==> src/dcm_pkg.sv <==
// package: constants and types for the dac control register and monitor mux
package dcm_pkg;
    // ======================================
    // command word fields
    localparam int          DCM_DATA_W        = 14;
    localparam int          DCM_FADDR_W       = 5;
    localparam logic [4:0]  DCM_FADDR_CTRL    = 5'h0C;
    localparam logic [4:0]  DCM_FADDR_MON     = 5'h0A;
    localparam logic [4:0]  DCM_FADDR_PDOWN   = 5'h08;
    localparam logic [4:0]  DCM_FADDR_PUP     = 5'h09;
    localparam logic [4:0]  DCM_FADDR_SRESET  = 5'h0F;
    // ======================================
    // control register field positions
    localparam int          DCM_CR_PD_AMP     = 13;
    localparam int          DCM_CR_REF_LVL    = 12;
    localparam int          DCM_CR_BOOST      = 11;
    localparam int          DCM_CR_REF_SRC    = 10;
    localparam int          DCM_CR_MON_EN     = 9;
    localparam int          DCM_CR_THERM_EN   = 8;
    localparam int          DCM_CR_TOG_LO     = 2;
    localparam int          DCM_CR_TOG_HI     = 5;
    localparam logic [13:0] DCM_CR_KEEP_MASK  = 14'h3F3C;
    // ======================================
    // reset values
    localparam logic [13:0] DCM_CR_RESET      = 14'h2000;
    localparam logic [5:0]  DCM_MON_RESET     = 6'h3F;
    // ======================================
    // monitor source decode
    localparam int          DCM_MON_ADDR_LO   = 8;
    localparam logic [5:0]  DCM_MON_EXT_FIRST = 6'h22;
    localparam logic [5:0]  DCM_MON_EXT_LAST  = 6'h25;
    localparam logic [5:0]  DCM_MON_TRISTATE  = 6'h3F;
    localparam int          DCM_NUM_CH        = 32;
    localparam int          DCM_NUM_GROUPS    = 4;
    localparam int          DCM_GROUP_SIZE    = 8;
    // ======================================
    // monitor route kinds
    typedef enum logic [1:0] {
        DCM_ROUTE_OFF  = 2'b00,
        DCM_ROUTE_CH   = 2'b01,
        DCM_ROUTE_EXT  = 2'b11
    } dcm_route_t;
endpackage

==> src/dcm_cmd_if.sv <==
// interface: decoded command strobes passed to the toggle unit
`timescale 1ns/1ps
`default_nettype none
interface dcm_cmd_if;
    logic       load_pulse;
    logic [3:0] group_en;
    logic       clear_sel;
    modport ctrl (output load_pulse, output group_en, output clear_sel);
    modport tog  (input load_pulse, input group_en, input clear_sel);
endinterface
`default_nettype wire

==> src/dcm_toggle_group.sv <==
// module: a/b register select for one group of eight channels
`timescale 1ns/1ps
`default_nettype none
module dcm_toggle_group
    import dcm_pkg::*;
#(
    parameter int GRP = 0
) (
    // clock and reset
    input  wire logic                      core_clk_i,
    input  wire logic                      resetn_i,
    // commands
    dcm_cmd_if.tog                         cmd,
    // result
    output logic [DCM_GROUP_SIZE-1:0]      ab_sel_o
);
    // ======================================
    // toggle state
    logic ab_r;
    logic ab_nxt;
    assign ab_nxt = cmd.clear_sel ? 1'b0 :
                    (cmd.load_pulse && cmd.group_en[GRP]) ? ~ab_r :
                    (cmd.group_en[GRP] ? ab_r : 1'b0);
    always_ff @(posedge core_clk_i or negedge resetn_i) begin
        if (!resetn_i) begin
            ab_r <= 1'b0;
        end else begin
            ab_r <= ab_nxt;
        end
    end
    assign ab_sel_o = {DCM_GROUP_SIZE{ab_r}};
endmodule // dcm_toggle_group
`default_nettype wire

==> src/dcm_ctrl_top.sv <==
// module: control register, power state and channel monitor mux select
`timescale 1ns/1ps
`default_nettype none
// Summary of operation
// - special functions decode only when both target select bits are zero
// - function 01100 writes control when read bit is 0, reads when 1
// - bit 13 picks power-down amp state: 1 high-z (default), 0 resistive
// - bit 12 picks internal reference level, default set by strap input
// - bit 11 turns amplifier current boost on, default off
// - bit 10 selects internal reference, 0 external is default
// - bit 9 set enables monitor so monitor commands route a source
// - bit 9 clear keeps monitor pin three-stated whatever the selection
// - bit 8 enables thermal guard; over-temperature powers all amps down
// - soft power-up re-enables amps only when die is below threshold
// - bits 7 and 6 are ignored on write
// - bits 1 and 0 are ignored on write
// - bits 5 to 2 each enable toggle mode for eight channels
// - bit 5 channels 24-31, 4 16-23, 3 8-15, 2 0-7
// - load strobe flips enabled channels between a and b registers
// - function 01010 takes source address in data bits 13 to 8
// - sources 0 to 31 route dac output channels 0 to 31
// - sources 34 to 37 route external inputs 1 to 4, others undefined
// - source 63 three-states the monitor pin
// - writes other than power-up (01001) are rejected in power-down and contents retained
module dcm_ctrl_top
    import dcm_pkg::*;
(
    // clock and reset
    input  wire logic                   core_clk_i,
    input  wire logic                   resetn_i,
    // command port
    input  wire logic                   cmd_valid_i,
    input  wire logic                   cmd_read_i,
    input  wire logic                   target_select_high_i,
    input  wire logic                   target_select_low_i,
    input  wire logic [DCM_FADDR_W-1:0] function_address_bits_i,
    input  wire logic [DCM_DATA_W-1:0]  cmd_data_i,
    // device status inputs
    input  wire logic                   hw_powerdown_i,
    input  wire logic                   over_temp_i,
    input  wire logic                   ref_level_strap_i,
    input  wire logic                   load_outputs_strobe_i,
    // readback
    output logic [DCM_DATA_W-1:0]       rd_data_o,
    output logic                        rd_valid_o,
    // control outputs
    output logic                        powerdown_amp_state_bit_o,
    output logic                        internal_ref_level_bit_o,
    output logic                        amp_boost_bit_o,
    output logic                        ref_source_bit_o,
    output logic                        thermal_guard_enable_bit_o,
    output logic [3:0]                  toggle_group_en_o,
    output logic                        amps_powered_o,
    output logic                        thermal_shutdown_o,
    output logic [DCM_NUM_CH-1:0]       ab_select_o,
    // monitor mux
    output logic [4:0]                  mon_channel_sel_o,
    output logic [1:0]                  mon_ext_sel_o,
    output logic                        mon_route_ch_o,
    output logic                        mon_route_ext_o,
    output logic                        monitor_output_pin_oe_o
);
    // ======================================
    // command decode
    logic       sfr_hit;
    logic       is_ctrl_wr;
    logic       is_ctrl_rd;
    logic       is_mon_wr;
    logic       is_pdown;
    logic       is_pup;
    logic       is_sreset;
    logic       powered_down;
    logic       wr_allowed;
    logic       soft_pd_r;
    assign sfr_hit    = cmd_valid_i && !target_select_high_i && !target_select_low_i;
    assign powered_down = soft_pd_r || hw_powerdown_i;
    assign wr_allowed = sfr_hit && !cmd_read_i && !powered_down;
    assign is_ctrl_wr = wr_allowed && (function_address_bits_i == DCM_FADDR_CTRL);
    assign is_ctrl_rd = sfr_hit && cmd_read_i
                        && (function_address_bits_i == DCM_FADDR_CTRL);
    assign is_mon_wr  = wr_allowed && (function_address_bits_i == DCM_FADDR_MON);
    assign is_pdown   = wr_allowed && (function_address_bits_i == DCM_FADDR_PDOWN);
    assign is_pup     = sfr_hit && !cmd_read_i && (function_address_bits_i == DCM_FADDR_PUP);
    assign is_sreset  = wr_allowed && (function_address_bits_i == DCM_FADDR_SRESET);

    // ======================================
    // reset default capture of reference level strap
    logic       started_r;
    logic       soft_pd_nxt;
    logic       therm_sd_r;
    logic       therm_sd_nxt;
    logic [DCM_DATA_W-1:0] cr_r;
    logic [DCM_DATA_W-1:0] cr_nxt;
    logic [DCM_DATA_W-1:0] cr_default;
    assign cr_default = DCM_CR_RESET
                        | (DCM_DATA_W'(ref_level_strap_i) << DCM_CR_REF_LVL);
    assign cr_nxt = !started_r || is_sreset ? cr_default :
                    is_ctrl_wr ? (cmd_data_i & DCM_CR_KEEP_MASK) :
                    cr_r;

    // ======================================
    // power state
    assign therm_sd_nxt = (cr_r[DCM_CR_THERM_EN] && over_temp_i) ? 1'b1 :
                          (is_pup && !over_temp_i) ? 1'b0 :
                          therm_sd_r;
    assign soft_pd_nxt  = is_pdown ? 1'b1 :
                          is_pup ? 1'b0 :
                          soft_pd_r;

    always_ff @(posedge core_clk_i or negedge resetn_i) begin
        if (!resetn_i) begin
            started_r  <= 1'b0;
            cr_r       <= DCM_CR_RESET;
            soft_pd_r  <= 1'b0;
            therm_sd_r <= 1'b0;
        end else begin
            started_r  <= 1'b1;
            cr_r       <= cr_nxt;
            soft_pd_r  <= soft_pd_nxt;
            therm_sd_r <= therm_sd_nxt;
        end
    end

    // ======================================
    // monitor source
    logic [5:0] mon_src_r;
    logic [5:0] mon_src_nxt;
    logic [5:0] mon_addr;
    dcm_route_t route;
    logic       ext_hit;
    assign mon_addr    = cmd_data_i[DCM_MON_ADDR_LO +: 6];
    assign mon_src_nxt = (!started_r || is_sreset) ? DCM_MON_RESET :
                         is_mon_wr ? mon_addr : mon_src_r;
    assign ext_hit     = (mon_src_r >= DCM_MON_EXT_FIRST) && (mon_src_r <= DCM_MON_EXT_LAST);
    assign route = !cr_r[DCM_CR_MON_EN] ? DCM_ROUTE_OFF :
                   (mon_src_r == DCM_MON_TRISTATE) ? DCM_ROUTE_OFF :
                   !mon_src_r[5] ? DCM_ROUTE_CH :
                   ext_hit ? DCM_ROUTE_EXT : DCM_ROUTE_OFF;

    // ======================================
    // outputs
    logic [5:0] ext_off;
    assign ext_off = mon_src_r - DCM_MON_EXT_FIRST;
    always_ff @(posedge core_clk_i or negedge resetn_i) begin
        if (!resetn_i) begin
            mon_src_r                  <= DCM_MON_RESET;
            rd_data_o                  <= '0;
            rd_valid_o                 <= 1'b0;
            mon_channel_sel_o          <= '0;
            mon_ext_sel_o              <= '0;
            mon_route_ch_o             <= 1'b0;
            mon_route_ext_o            <= 1'b0;
            monitor_output_pin_oe_o    <= 1'b0;
            amps_powered_o             <= 1'b0;
            thermal_shutdown_o         <= 1'b0;
        end else begin
            mon_src_r                  <= mon_src_nxt;
            rd_valid_o                 <= is_ctrl_rd;
            rd_data_o                  <= is_ctrl_rd ? cr_r : rd_data_o;
            mon_channel_sel_o          <= mon_src_r[4:0];
            mon_ext_sel_o              <= ext_off[1:0];
            mon_route_ch_o             <= (route == DCM_ROUTE_CH);
            mon_route_ext_o            <= (route == DCM_ROUTE_EXT);
            monitor_output_pin_oe_o    <= (route != DCM_ROUTE_OFF);
            amps_powered_o             <= started_r && !powered_down && !therm_sd_r;
            thermal_shutdown_o         <= therm_sd_r;
        end
    end

    // control register fields drive out from their own flops, loaded from cr_nxt on the same edge as cr_r
    always_ff @(posedge core_clk_i or negedge resetn_i) begin
        if (!resetn_i) begin
            powerdown_amp_state_bit_o  <= 1'b1;
            internal_ref_level_bit_o   <= 1'b0;
            amp_boost_bit_o            <= 1'b0;
            ref_source_bit_o           <= 1'b0;
            thermal_guard_enable_bit_o <= 1'b0;
            toggle_group_en_o          <= '0;
        end else begin
            powerdown_amp_state_bit_o  <= cr_nxt[DCM_CR_PD_AMP];
            internal_ref_level_bit_o   <= cr_nxt[DCM_CR_REF_LVL];
            amp_boost_bit_o            <= cr_nxt[DCM_CR_BOOST];
            ref_source_bit_o           <= cr_nxt[DCM_CR_REF_SRC];
            thermal_guard_enable_bit_o <= cr_nxt[DCM_CR_THERM_EN];
            toggle_group_en_o          <= cr_nxt[DCM_CR_TOG_HI:DCM_CR_TOG_LO];
        end
    end

    // ======================================
    // toggle groups
    dcm_cmd_if cmd_bus ();
    assign cmd_bus.load_pulse = load_outputs_strobe_i && !powered_down;
    assign cmd_bus.group_en   = cr_r[DCM_CR_TOG_HI:DCM_CR_TOG_LO];
    assign cmd_bus.clear_sel  = !started_r || is_sreset;
    logic [DCM_NUM_CH-1:0] ab_sel;
    genvar g;
    generate
        for (g = 0; g < DCM_NUM_GROUPS; g++) begin : g_tog
            dcm_toggle_group #(.GRP(g)) u_grp (
                .core_clk_i (core_clk_i),
                .resetn_i   (resetn_i),
                .cmd        (cmd_bus.tog),
                .ab_sel_o   (ab_sel[g*DCM_GROUP_SIZE +: DCM_GROUP_SIZE])
            );
        end
    endgenerate
    always_ff @(posedge core_clk_i or negedge resetn_i) begin
        if (!resetn_i) begin
            ab_select_o <= '0;
        end else begin
            ab_select_o <= ab_sel;
        end
    end
endmodule // dcm_ctrl_top
`default_nettype wire

==> config.mk <==
export PLATFORM = sky130hd
export DESIGN_NAME = dcm_ctrl_top
export DESIGN_NICKNAME = d
export VERILOG_FILES = /design/src/dcm_pkg.sv /design/src/dcm_cmd_if.sv /design/src/dcm_toggle_group.sv /design/src/dcm_ctrl_top.sv
export SDC_FILE = /design/constraint.sdc
export NUM_CORES = 1
export LEC_CHECK = 0
export BUFFER_PORTS_ARGS = -buffer_cell sky130_fd_sc_hd__clkbuf_2
export CAP_MARGIN = 30
export CORE_MARGIN = 5
export CORE_UTILIZATION = 45
export CTS_CLUSTER_SIZE = 10
export DETAILED_ROUTE_END_ITERATION = 8
export PLACE_DENSITY_LB_ADDON = 0.12
export SYNTH_ARGS = -nofsm -noshare
export SYNTH_HDL_FRONTEND = slang
export SYNTH_HIERARCHICAL = 1
export SYNTH_SLANG_ARGS = --single-unit
==> constraint.sdc <==
create_clock -name core_clk_i -period 2 [get_ports core_clk_i]
set_input_delay 0.1 -clock core_clk_i [delete_from_list [all_inputs] [get_ports core_clk_i]]
set_output_delay 0.1 -clock core_clk_i [all_outputs]
set_load 0.02 [all_outputs]
* Word-level counts from Yosys, hierarchy flattened *
Index checks and enable logic that the tools add are counted.

operators by class
  shift operators = 0
  $mul = 0
  reductions and logical operators = 35
  add/sub/neg operators = 1
  multiplexer cells = 24
  eq/ne operators = 12
  order comparisons = 2
  div/mod/pow operators = 0
  bitwise gates (word level) = 4

operators with widths
  operator                                                count
  2-to-1 mux 14 bit                                       2
  == test 5 x 4 -> 1 bit (second input constant)          5
  logical AND 1 bit                                       21
  2-to-1 mux 1 bit                                        16
  2-to-1 mux 6 bit                                        2
  != test 3 x 1 -> 1 bit (second input constant)          4
  nonzero test 2 bit                                      5
  2-to-1 mux 2 bit                                        4
  zero test 1 bit                                         7
  == test 6 bit (second input constant)                   1
  >= comparator 6 bit (second input constant)             1
  less-or-equal comparator 6 bit (second input constant)  1
  NOT 1 bit                                               4
  == test 2 x 1 -> 1 bit (second input constant)          1
  == test 2 bit (second input constant)                   1
  logical OR 1 bit                                        2
  subtractor 2 bit (second input constant)                1

storage, ports and cells
  memories kept = 0
  bits of input ports = 29
  latch bits = 0
  register bits = 88
  logic and storage cells = 104
  RAM bits = 0
  output and inout bits = 68
  ROM bits = 0

* Logic depth before layout (Yosys ltp) *
Gate-level depths: netlist (run 1).

  depth after elaboration = 8
  depth in mapped cells = 6
  mapped depth without buffers = 5

* By module *
The synthesis (run 1) kept the hierarchy.

by module, submodules not included
  module            area an instance (µm²)  cells an instance  instances  seq. area each (µm²)
  dcm_ctrl_top      2503.7                  160                1          1835.5
  dcm_toggle_group  106.4                   11                 4          25.0

* Worst setup path before layout (run 1) *
OpenSTA, ideal clock, no wires.

  kind = register -> register
  from = register soft_pd_r
  to = register cr_r[12]
  library setup time = 0.074 ns
  arrival = 1.607 ns
  data required time = 1.926 ns
  path slack = 0.319 ns
  stages on the path, launching flop included = 7
  cells stage by stage = dfrtp_1 -> or3b_2 -> o41a_4 -> clkinv_4 -> buf_6 -> nand2_2 -> o21ai_2

between the ends
  cells in the longest elaborated chain, start to end = 6
  elaborated cells between the ends (all ways) = 8
  classes of those cells = 2 x mux; 6 x reduce/logical

RTL lines
  what                      line                 source
  start: declaration        dcm_ctrl_top.sv:74   logic soft_pd_r;
  start signal: assignment  dcm_ctrl_top.sv:119  soft_pd_r <= soft_pd_nxt;
  logical OR 1 bit          dcm_ctrl_top.sv:76   assign powered_down = soft_pd_r || hw_powerdown_i;
  zero test 1 bit           dcm_ctrl_top.sv:77   assign wr_allowed = sfr_hit && !cmd_read_i && !powered_down;
  logical AND 1 bit         dcm_ctrl_top.sv:77
  logical AND 1 bit         dcm_ctrl_top.sv:84   assign is_sreset = wr_allowed && (function_address_bits_i == DCM_FADDR_SRESET);
  logical OR 1 bit          n/a
  net cmd_bus.clear_sel     dcm_cmd_if.sv:7      logic clear_sel;
  2-to-1 mux 14 bit         dcm_ctrl_top.sv:97   assign cr_nxt = !started_r || is_sreset ? cr_default :
  end signal: assignment    dcm_ctrl_top.sv:118  cr_r <= cr_nxt;
  end: declaration          dcm_ctrl_top.sv:92   logic [DCM_DATA_W-1:0] cr_r;

The timed path passes the listed nets, and every way through them passes these cells. The select of a mux whose other input is x is not followed.
A chain may end at the register's enable or synchronous reset.

* Worst setup path in the final report (run 1) *
  from = input port hw_powerdown_i
  to = register cr_r[12]

between the ends
  cells in the longest elaborated chain, start to end = 6
  elaborated cells between the ends (all ways) = 8
  classes of those cells = 2 x mux; 6 x reduce/logical

RTL lines
  what                                                          line                                    source
  start: declaration                                            dcm_ctrl_top.sv:39                      input wire logic hw_powerdown_i,
  logical OR 1 bit (*)                                          dcm_ctrl_top.sv:76
  zero test 1 bit (*)                                           dcm_ctrl_top.sv:77
  logical AND 1 bit (*)                                         dcm_ctrl_top.sv:77
  logical AND 1 bit (on tied branches)                          dcm_ctrl_top.sv:78, dcm_ctrl_top.sv:84
  2-to-1 mux 14 bit / logical OR 1 bit (equally long branches)  dcm_ctrl_top.sv:98, dcm_ctrl_top.sv:97
  2-to-1 mux 14 bit (*)                                         dcm_ctrl_top.sv:97

Every way passes the cells marked *; elsewhere a longest branch is shown, timed or not. The select of a mux whose other input is x is not followed.

==> results of run 1 <==
## tightest hold or removal path: cells and delay by family
family                 cells  cell delay [ns]
muxes                      1             0.06
and+or+nand+nor            1             0.07
buffers and inverters      1             0.08
## logic make-up (layout without fill, tap and decap cells)
| family | after synthesis | in the layout | synth area share (%) |
|---|---|---|---|
| buffers and inverters | 49 | 123 | 12.09 |
| DFF | 77 | 77 | 66.08 |
| xor gates and xnor gates | 5 | 5 | 1.495 |
| and+or+nand+nor | 38 | 38 | 8.843 |
| muxes | 25 | 25 | 8.970 |
| AOI/OAI and AO/OA | 8 | 8 | 2.264 |
| other | 2 | 5 | 0.2564 |
## what timing repair did
action | CTS | global route
setup endpoints to repair | 0 | 0
gates resized for setup | 0 | 0
hold buffers | 10 | 0
endpoints found under the hold margin | 48 | 0
## worst paths after layout
kind,to,start,slack [ns]
worst max-delay path,cr_r[12]$_DFFE_PN0P_,hw_powerdown_i,0.25
worst min-delay path,toggle_group_en_o[0]$_DFFE_PN0P_,cmd_data_i[2],0.007
max in group asynchronous,toggle_group_en_o[2]$_DFFE_PN0P_,resetn_i,1.11
min in group asynchronous,ab_select_o[10]$_DFF_PN0_,resetn_i,0.31
worst max register to register,cr_r[12]$_DFFE_PN0P_,soft_pd_r$_DFFE_PN0P_,0.27
worst min register to register,mon_ext_sel_o[0]$_DFF_PN0_,mon_src_r[0]$_DFFE_PN1P_,0.40
## per-layer routing
metal	global-route usage, %	vias up
met3	4.583	9
met5	0	-
met2	20.34	61
met4	6.328	0
li1	-	776
met1	16.91	807
## layout by cell type, fill, tap and decap left out, types with 2 or more instances in the layout
cell type / instances
sky130_fd_sc_hd__xnor2_1: 5
sky130_fd_sc_hd__clkinvlp_4: 2
sky130_fd_sc_hd__buf_4: 3
sky130_fd_sc_hd__nor2_1: 10
sky130_fd_sc_hd__a21oi_1: 3
sky130_fd_sc_hd__conb_1: 5
sky130_fd_sc_hd__nand2_1: 9
sky130_fd_sc_hd__clkbuf_2: 87
sky130_fd_sc_hd__mux2i_1: 15
sky130_fd_sc_hd__nor3b_2: 4
sky130_fd_sc_hd__buf_12: 2
sky130_fd_sc_hd__clkbuf_8: 11
sky130_fd_sc_hd__dfstp_2: 7
sky130_fd_sc_hd__inv_1: 4
sky130_fd_sc_hd__mux2_2: 10
sky130_fd_sc_hd__clkinv_4: 2
sky130_fd_sc_hd__dfrtp_1: 70
sky130_fd_sc_hd__dlygate4sd3_1: 10
## final cells by class
class | instances | area share, %
Timing Repair Buffer | 102 | 17.02
Multi-Input combinational cell | 81 | 18.51
Clock inverter | 5 | 1.673
Sequential cell | 77 | 55.07
Inverter | 5 | 0.6764
Tap cell | 77 | 2.741
Clock buffer | 11 | 4.308
## where the power goes
group          internal (W)  switching (W)
clock network      0.000644       0.000554
logic             0.0000567      0.0000864
registers           0.00157     0.00000589
total               0.00227       0.000646
## through the flow
| step | cell area [um^2] | utilization (%) | hold slack [ns] | std cells |
|---|---|---|---|---|
| finish | 3515 | 55.35 | 0.007379 | 358 |
| global placement | 3204 | 50.46 | 0.1476 | 332 |
| detailed placement | 3204 | 50.46 | 0.1500 | 332 |
| global route | 3515 | 55.35 | 0.02089 | 358 |
| CTS | 3515 | 55.35 | 0.0002143 | 358 |
| floorplan | 2940 | - | -0.1956 | 207 |
## registers in the layout, summed over array words and instances, names as in the netlist, 2 cells and up
signal	count
ab_select_o	32
cr_r	7
g_tog.u_grp/ab_r	4
mon_channel_sel_o	4
mon_ext_sel_o	2
mon_src_r	6
rd_data_o	10
toggle_group_en_o	3
==> impl_summary.log, run 1 <==
[metrics] top area cells in the synthesized netlist: sky130_fd_sc_hd__dfrtp_1 60%, sky130_fd_sc_hd__buf_4 11%, sky130_fd_sc_hd__dfstp_2 6.3%
[metrics] clock buffers created by TritonCTS: 9
[metrics] detailed-routed wire length on met3: a little under 400 um
[metrics] endpoints failing setup: 0
[metrics] Worst Clk Skew: 0.006515 ns
[metrics] TritonCTS clock tree: yes
[metrics] routed wl met2: ~2400 um
[metrics] number of rows in the core area: 29
[metrics] slew at the pin with the worst max-slew slack: ~0.61 ns
[metrics] max-cap violation count: 0
[metrics] RSZ-0062 raised after global routing: no
[metrics] library cell with the highest instance count after synthesis: sky130_fd_sc_hd__dfrtp_1
[metrics] power per cell area: approximately 830 nW/um^2
[metrics] Hold/Removal Path Class: primary input to flip-flop
[metrics] number of hold violations in the final report: 0
[metrics] combined flip-flop and latch cell area: 1936 um^2
[metrics] uppermost layer routed: met4
[metrics] placeable core area: about 6300 um^2
[metrics] result of the run: completed
[metrics] number of global-route vias before repair: 1686
[metrics] Post-Synthesis Cells: ~200
[metrics] Wirelength per Cell: approximately 14 um
[metrics] Final #Nets: between 300 and 400
[metrics] pin count of the biggest net entering global routing: 48
[metrics] post-synthesis instance area: between 2000 and 3000 um^2
[metrics] count of warnings emitted by yosys: 6
[metrics] synthesized area per cell: around 14 um^2
[metrics] Arr. time, crit path: around 2 ns
[metrics] final cycle utilization of the critical path: between 80 and 90%
[metrics] Crit path depth: 7
[metrics] PnR worst setup slack: approximately 0.25 ns
[metrics] sequential share of the synthesized area: between 60% and 70%
[metrics] Post-synth top flop: sky130_fd_sc_hd__dfrtp_1
[metrics] CTS H-tree lvls: 3
[metrics] I/O pin total: a little under 100
[metrics] Leak Pwr: approximately 1.8 nW
[metrics] Worst path max stage delay: approximately 0.53 ns
[metrics] number of buffers added for setup after CTS: 0
[metrics] final wirelength: 5111 um
[metrics] dominant delay contributor by cell family on the critical path: buffers and inverters
[metrics] Final Max Tran Viols: 0
[metrics] buffer and inverter count on the worst path: 3
[metrics] routed via count divided by cell count: approximately 4.6
[metrics] total half-perimeter wirelength after legalization and detailed placement: between 3000 and 4000 um
[metrics] EDFF count, synth: 0
[metrics] Post-Route Setup TNS: 0 ns
[metrics] die area: between 8000 and 9000 um^2
[metrics] n_diodes: 0
[metrics] post-synth top area cell: sky130_fd_sc_hd__dfrtp_1
[metrics] Global Route Usage Sum: 13.32%
[metrics] router iterations before antenna repair: 4
[metrics] cell types with the highest counts after synthesis: 70 x sky130_fd_sc_hd__dfrtp_1, 42 x sky130_fd_sc_hd__buf_4, 15 x sky130_fd_sc_hd__mux2i_1, 10 x sky130_fd_sc_hd__mux2_2, 10 x sky130_fd_sc_hd__nor2_1
[metrics] fin crit period: approximately 1.8 ns
[metrics] number of port buffers: around 90
[metrics] Max Freq: ~570 MHz
[metrics] cell count of the worst reg-to-reg path: 5
[metrics] required time reported for the critical path endpoint: ~2.3 ns
[metrics] Initial Utilization: 46.13%
[metrics] count of vias placed by the detailed router: between 1500 and 2000
[metrics] sum of routed wire segments on met1: between 2000 and 2500 um
[metrics] Max transition margin: approximately three fifths
[metrics] highest net fanout along the worst path: 14
[metrics] ANT nets after route: 0
[metrics] type of the worst setup path: primary input to flip-flop
[metrics] share of flip-flops with an asynchronous set or reset: 100.0%
[metrics] worst hold path cell count: 3
[metrics] DIE WIDTH: around 90 um
[metrics] first-pass GRT wire length: between 8000 and 9000 um
[metrics] crit path capture type: flip-flop
[metrics] distinct cell type count of the synthesized netlist: 35
[metrics] Slowest cell on crit path: sky130_fd_sc_hd__dlygate4sd3_1
[metrics] layout filler cell count: approximately 560
[metrics] placer's final routability congestion estimate: 0.7041
[metrics] area growth from synthesis to final layout: 19.99%
[metrics] clock transition at the registers of the reported paths: ~0.080 ns
[metrics] clk_lat worst skew: around 0.34 ns
[metrics] worst voltage drop across the vdd grid: around 590 uV
[metrics] number of DRC markers after the initial detailed-route iteration: 51
[metrics] number of remaining DRC errors: 0
[metrics] clock sink total: 77
[metrics] Synth Register Bits: between 70 and 80
[metrics] area of the multi-input gates: around 650 um^2
[metrics] deepest clock path buffer count: 2
[metrics] Design Power: 0.002913 W
[metrics] portion of synthesized cell area occupied by the leading cell type: roughly 60%
[metrics] Chip Height: a little over 90 um
[metrics] Setup WS pre-CTS: about 0.28 ns
[metrics] share of final-layout standard cells stronger than drive strength 1: around half
[metrics] nature of the critical path startpoint: primary input
[metrics] antenna violations before repair: 0
[metrics] CP Cell Sequence: dlygate4sd3_1 -> clkbuf_2 -> or3b_2 -> o41a_4 -> clkinv_4 -> nand2_2 -> o21ai_2
[metrics] root buffer selected by CTS: sky130_fd_sc_hd__clkbuf_8
[metrics] gr ovfl total: 0
Note: power is estimated with default switching activity, not from simulation.
==> inputs of run 2 (changes only) <==
CTS_CLUSTER_DIAMETER = 50   (was not set)
RECOVER_POWER = 50   (was not set)
==> run 2 against run 1 <==
  * Register-to-register slack hardly changed
  * Clock power hardly changed
  * Clock-buffer cell count stayed put
  * Sequential power hardly changed
  * Combinational power hardly changed
  * Wire length is 0.47% higher
  * Sequential cell count stayed put
  * Largest power group unchanged
  * First-iteration DRC count is 25% lower
  * Sequential share of layout area is 0.45 points higher
  * Global-route usage stayed put
  * Highest routed layer unchanged
  * Hold slack hardly changed
  * Setup slack hardly changed
==> impl_summary.log, run 2 (synthesis gave the netlist of run 1 again) <==
[metrics] nature of the critical path startpoint: primary input
[metrics] clock buffers created by TritonCTS: 9
[metrics] worst voltage drop across the vdd grid: approximately 590 uV
[metrics] endpoints failing setup: 0
[metrics] Worst Clk Skew: 0.006486 ns
[metrics] Most flops, register: ab_select_o
[metrics] internal power: ~0.0023 W
[metrics] fraction of power spent switching nets: 22.19%
[metrics] gr ovfl total: 0
[metrics] Final #Nets: 305
[metrics] max reg flops: 32
[metrics] number of rows in the core area: 29
[metrics] number of port buffers: 88
[metrics] number of buffers added for setup after CTS: 0
[metrics] post-detailed-placement cell area: 3204 um^2
[metrics] crit path capture type: flip-flop
[metrics] combined flip-flop and latch cell area: between 1500 and 2000 um^2
[metrics] number of global-route vias before repair: roughly 1700
[metrics] type of the worst setup path: primary input to flip-flop
[metrics] number of remaining DRC errors: 0
[metrics] count of vias placed by the detailed router: ~1600
[metrics] Switch Pwr: 0.0006457 W
[metrics] Wirelength per Cell: 14.34 um
[metrics] die area: roughly 8000 um^2
[metrics] power per cell area: ~830 nW/um^2
[metrics] Reg power frac: a little over half
[metrics] fin crit period: roughly 1.8 ns
[metrics] antenna violations before repair: 0
[metrics] placer's final routability congestion estimate: between 0.7 and 0.8
[metrics] number of hold violations in the final report: 0
[metrics] top flop regs: ab_select_o: 32 flops, rd_data_o: 10 flops, cr_r: 7 flops
[metrics] result of the run: completed
[metrics] share of final-layout standard cells stronger than drive strength 1: between 30% and 40%
[metrics] layout filler cell count: ~570
[metrics] Finished Cell Area: around 3500 um^2
[metrics] proportion of power drawn by the clock network: roughly two fifths
[metrics] deepest clock path buffer count: 2
[metrics] Final Max Tran Viols: 0
[metrics] router iterations before antenna repair: 4
[metrics] Comb pwr share: between 4 and 5%
[metrics] Post-Route Setup TNS: 0 ns
[metrics] area of the multi-input gates: 650.6 um^2
[metrics] top library cells by usage in the layout, fill and taps aside: 70 x sky130_fd_sc_hd__dfrtp_1, 67 x sky130_fd_sc_hd__clkbuf_2, 21 x sky130_fd_sc_hd__clkbuf_1
[metrics] placeable core area: 6350 um^2
[metrics] Leak Pwr: approximately 1.7 nW
[metrics] final cycle utilization of the critical path: 87.74%
[metrics] Global Route Usage Sum: 13.32%
[metrics] final wirelength: just over 5000 um
[metrics] required time reported for the critical path endpoint: approximately 2.3 ns
[metrics] Max transition margin: 21.57%
[metrics] leading cell type in the layout, fill and taps excluded: sky130_fd_sc_hd__dfrtp_1
[metrics] area growth from synthesis to final layout: 19.01%
[metrics] Max Freq: 569.8 MHz
[metrics] root buffer selected by CTS: sky130_fd_sc_hd__clkbuf_8
[metrics] pin count of the biggest net entering global routing: 48
[metrics] number of DRC markers after the initial detailed-route iteration: 38
[metrics] Initial Utilization: 46.13%
[metrics] CTS H-tree lvls: 3
[metrics] PnR worst setup slack: between 0.2 and 0.25 ns
[metrics] total half-perimeter wirelength after legalization and detailed placement: 3624 um
[metrics] I/O pin total: 97
[metrics] Design Power: approximately 0.0029 W
[metrics] Hold/Removal Path Class: primary input to flip-flop
[metrics] first-pass GRT wire length: just under 9000 um
[metrics] TritonCTS clock tree: yes
[metrics] DIE WIDTH: between 90 and 100 um
[metrics] clk_lat worst skew: ~0.34 ns
[metrics] clock sink total: slightly below 80
[metrics] RSZ-0062 raised after global routing: no
[metrics] Setup WS pre-CTS: between 0.2 and 0.3 ns
[metrics] slew at the pin with the worst max-slew slack: 1.177 ns
[metrics] Chip Height: approximately 91 um
[metrics] ANT nets after route: 0
[metrics] n_diodes: 0
[metrics] highest net fanout along the worst path: 14
[metrics] clock transition at the registers of the reported paths: 0.08 ns
[metrics] routed via count divided by cell count: about 4.6
[metrics] max-cap violation count: 0
[metrics] Arr. time, crit path: 2.02 ns
run 2: changes by cell type in the layout (fill, tap and decap cells not counted):
cell / before / now
sky130_fd_sc_hd__clkbuf_1: 0 / 21
sky130_fd_sc_hd__dfstp_1: 0 / 5
sky130_fd_sc_hd__clkbuf_2: 87 / 67
sky130_fd_sc_hd__dfstp_2: 7 / 2
sky130_fd_sc_hd__buf_4: 3 / 2
run 2: stage by stage:
| step | utilization (%) | instances | hold slack [ns] |
|---|---|---|---|
| after global routing | 54.90 | 358 | 0.02366 |
| after CTS | 55.35 | 358 | 0.0002143 |
| after floorplan | - | 207 | -0.1956 |
| after global placement | 50.46 | 332 | 0.1476 |
| final | 54.90 | 358 | 0.007530 |
| after detailed placement | 50.46 | 332 | 0.1500 |
run 2: final timing paths:
kind | end | cells past startpoint | from | slack [ns]
min reg2reg | mon_ext_sel_o[0]$_DFF_PN0_ | 0 | mon_src_r[0]$_DFFE_PN1P_ | 0.40
max reg2reg | cr_r[12]$_DFFE_PN0P_ | 5 | soft_pd_r$_DFFE_PN0P_ | 0.27
max in group asynchronous | cr_r[10]$_DFFE_PN0P_ | 3 | resetn_i | 0.72
min in group asynchronous | ab_select_o[10]$_DFF_PN0_ | 2 | resetn_i | 0.53
min | toggle_group_en_o[0]$_DFFE_PN0P_ | 3 | cmd_data_i[2] | 0.008
max | cr_r[12]$_DFFE_PN0P_ | 7 | hw_powerdown_i | 0.25
run 2: layer usage:
| layer | part of all wire, % | track usage (%) | vias up |
|---|---|---|---|
| li1 | - | - | 775 |
| met1 | 44 | 16.91 | 802 |
| met2 | 46 | 20.34 | 63 |
| met3 | 8.1 | 4.583 | 9 |
| met4 | 1.9 | 6.328 | 0 |
| met5 | 0 | 0 | - |
run 2: layout make-up:
type                       instances  area share, %
timing repair buffer             102          16.33
tap                               77          2.764
clock buffer                      11          4.343
clock inverter                     5          1.687
sequential                        77          55.53
inverter                           5         0.6820
multi-input combinational         81          18.66
run 2: timing repair:
| action | 4_1_cts | 5_1_grt |
|---|---|---|
| resized for setup | 0 | 0 |
| hold endpoints to repair | 48 | 0 |
| hold buffers | 10 | 0 |
| endpoints found under the setup margin | 0 | 0 |
run 2: critical path, stage by stage:
cell                            delay, ns
sky130_fd_sc_hd__dlygate4sd3_1       0.53
sky130_fd_sc_hd__clkbuf_2            0.14
sky130_fd_sc_hd__or3b_2              0.47
sky130_fd_sc_hd__o41a_4              0.51
sky130_fd_sc_hd__clkinv_4            0.16
sky130_fd_sc_hd__nand2_2             0.07
sky130_fd_sc_hd__o21ai_2             0.05
run 2: power by group through the flow:
stage                     registers [W]  clock network, W   logic, W
after floorplan                 0.00161                 0  0.0000521
after global placement          0.00160                 0   0.000131
after detailed placement        0.00160                 0   0.000131
after CTS                       0.00157           0.00123   0.000147
after global routing            0.00157           0.00131   0.000161
final                           0.00157           0.00120   0.000142
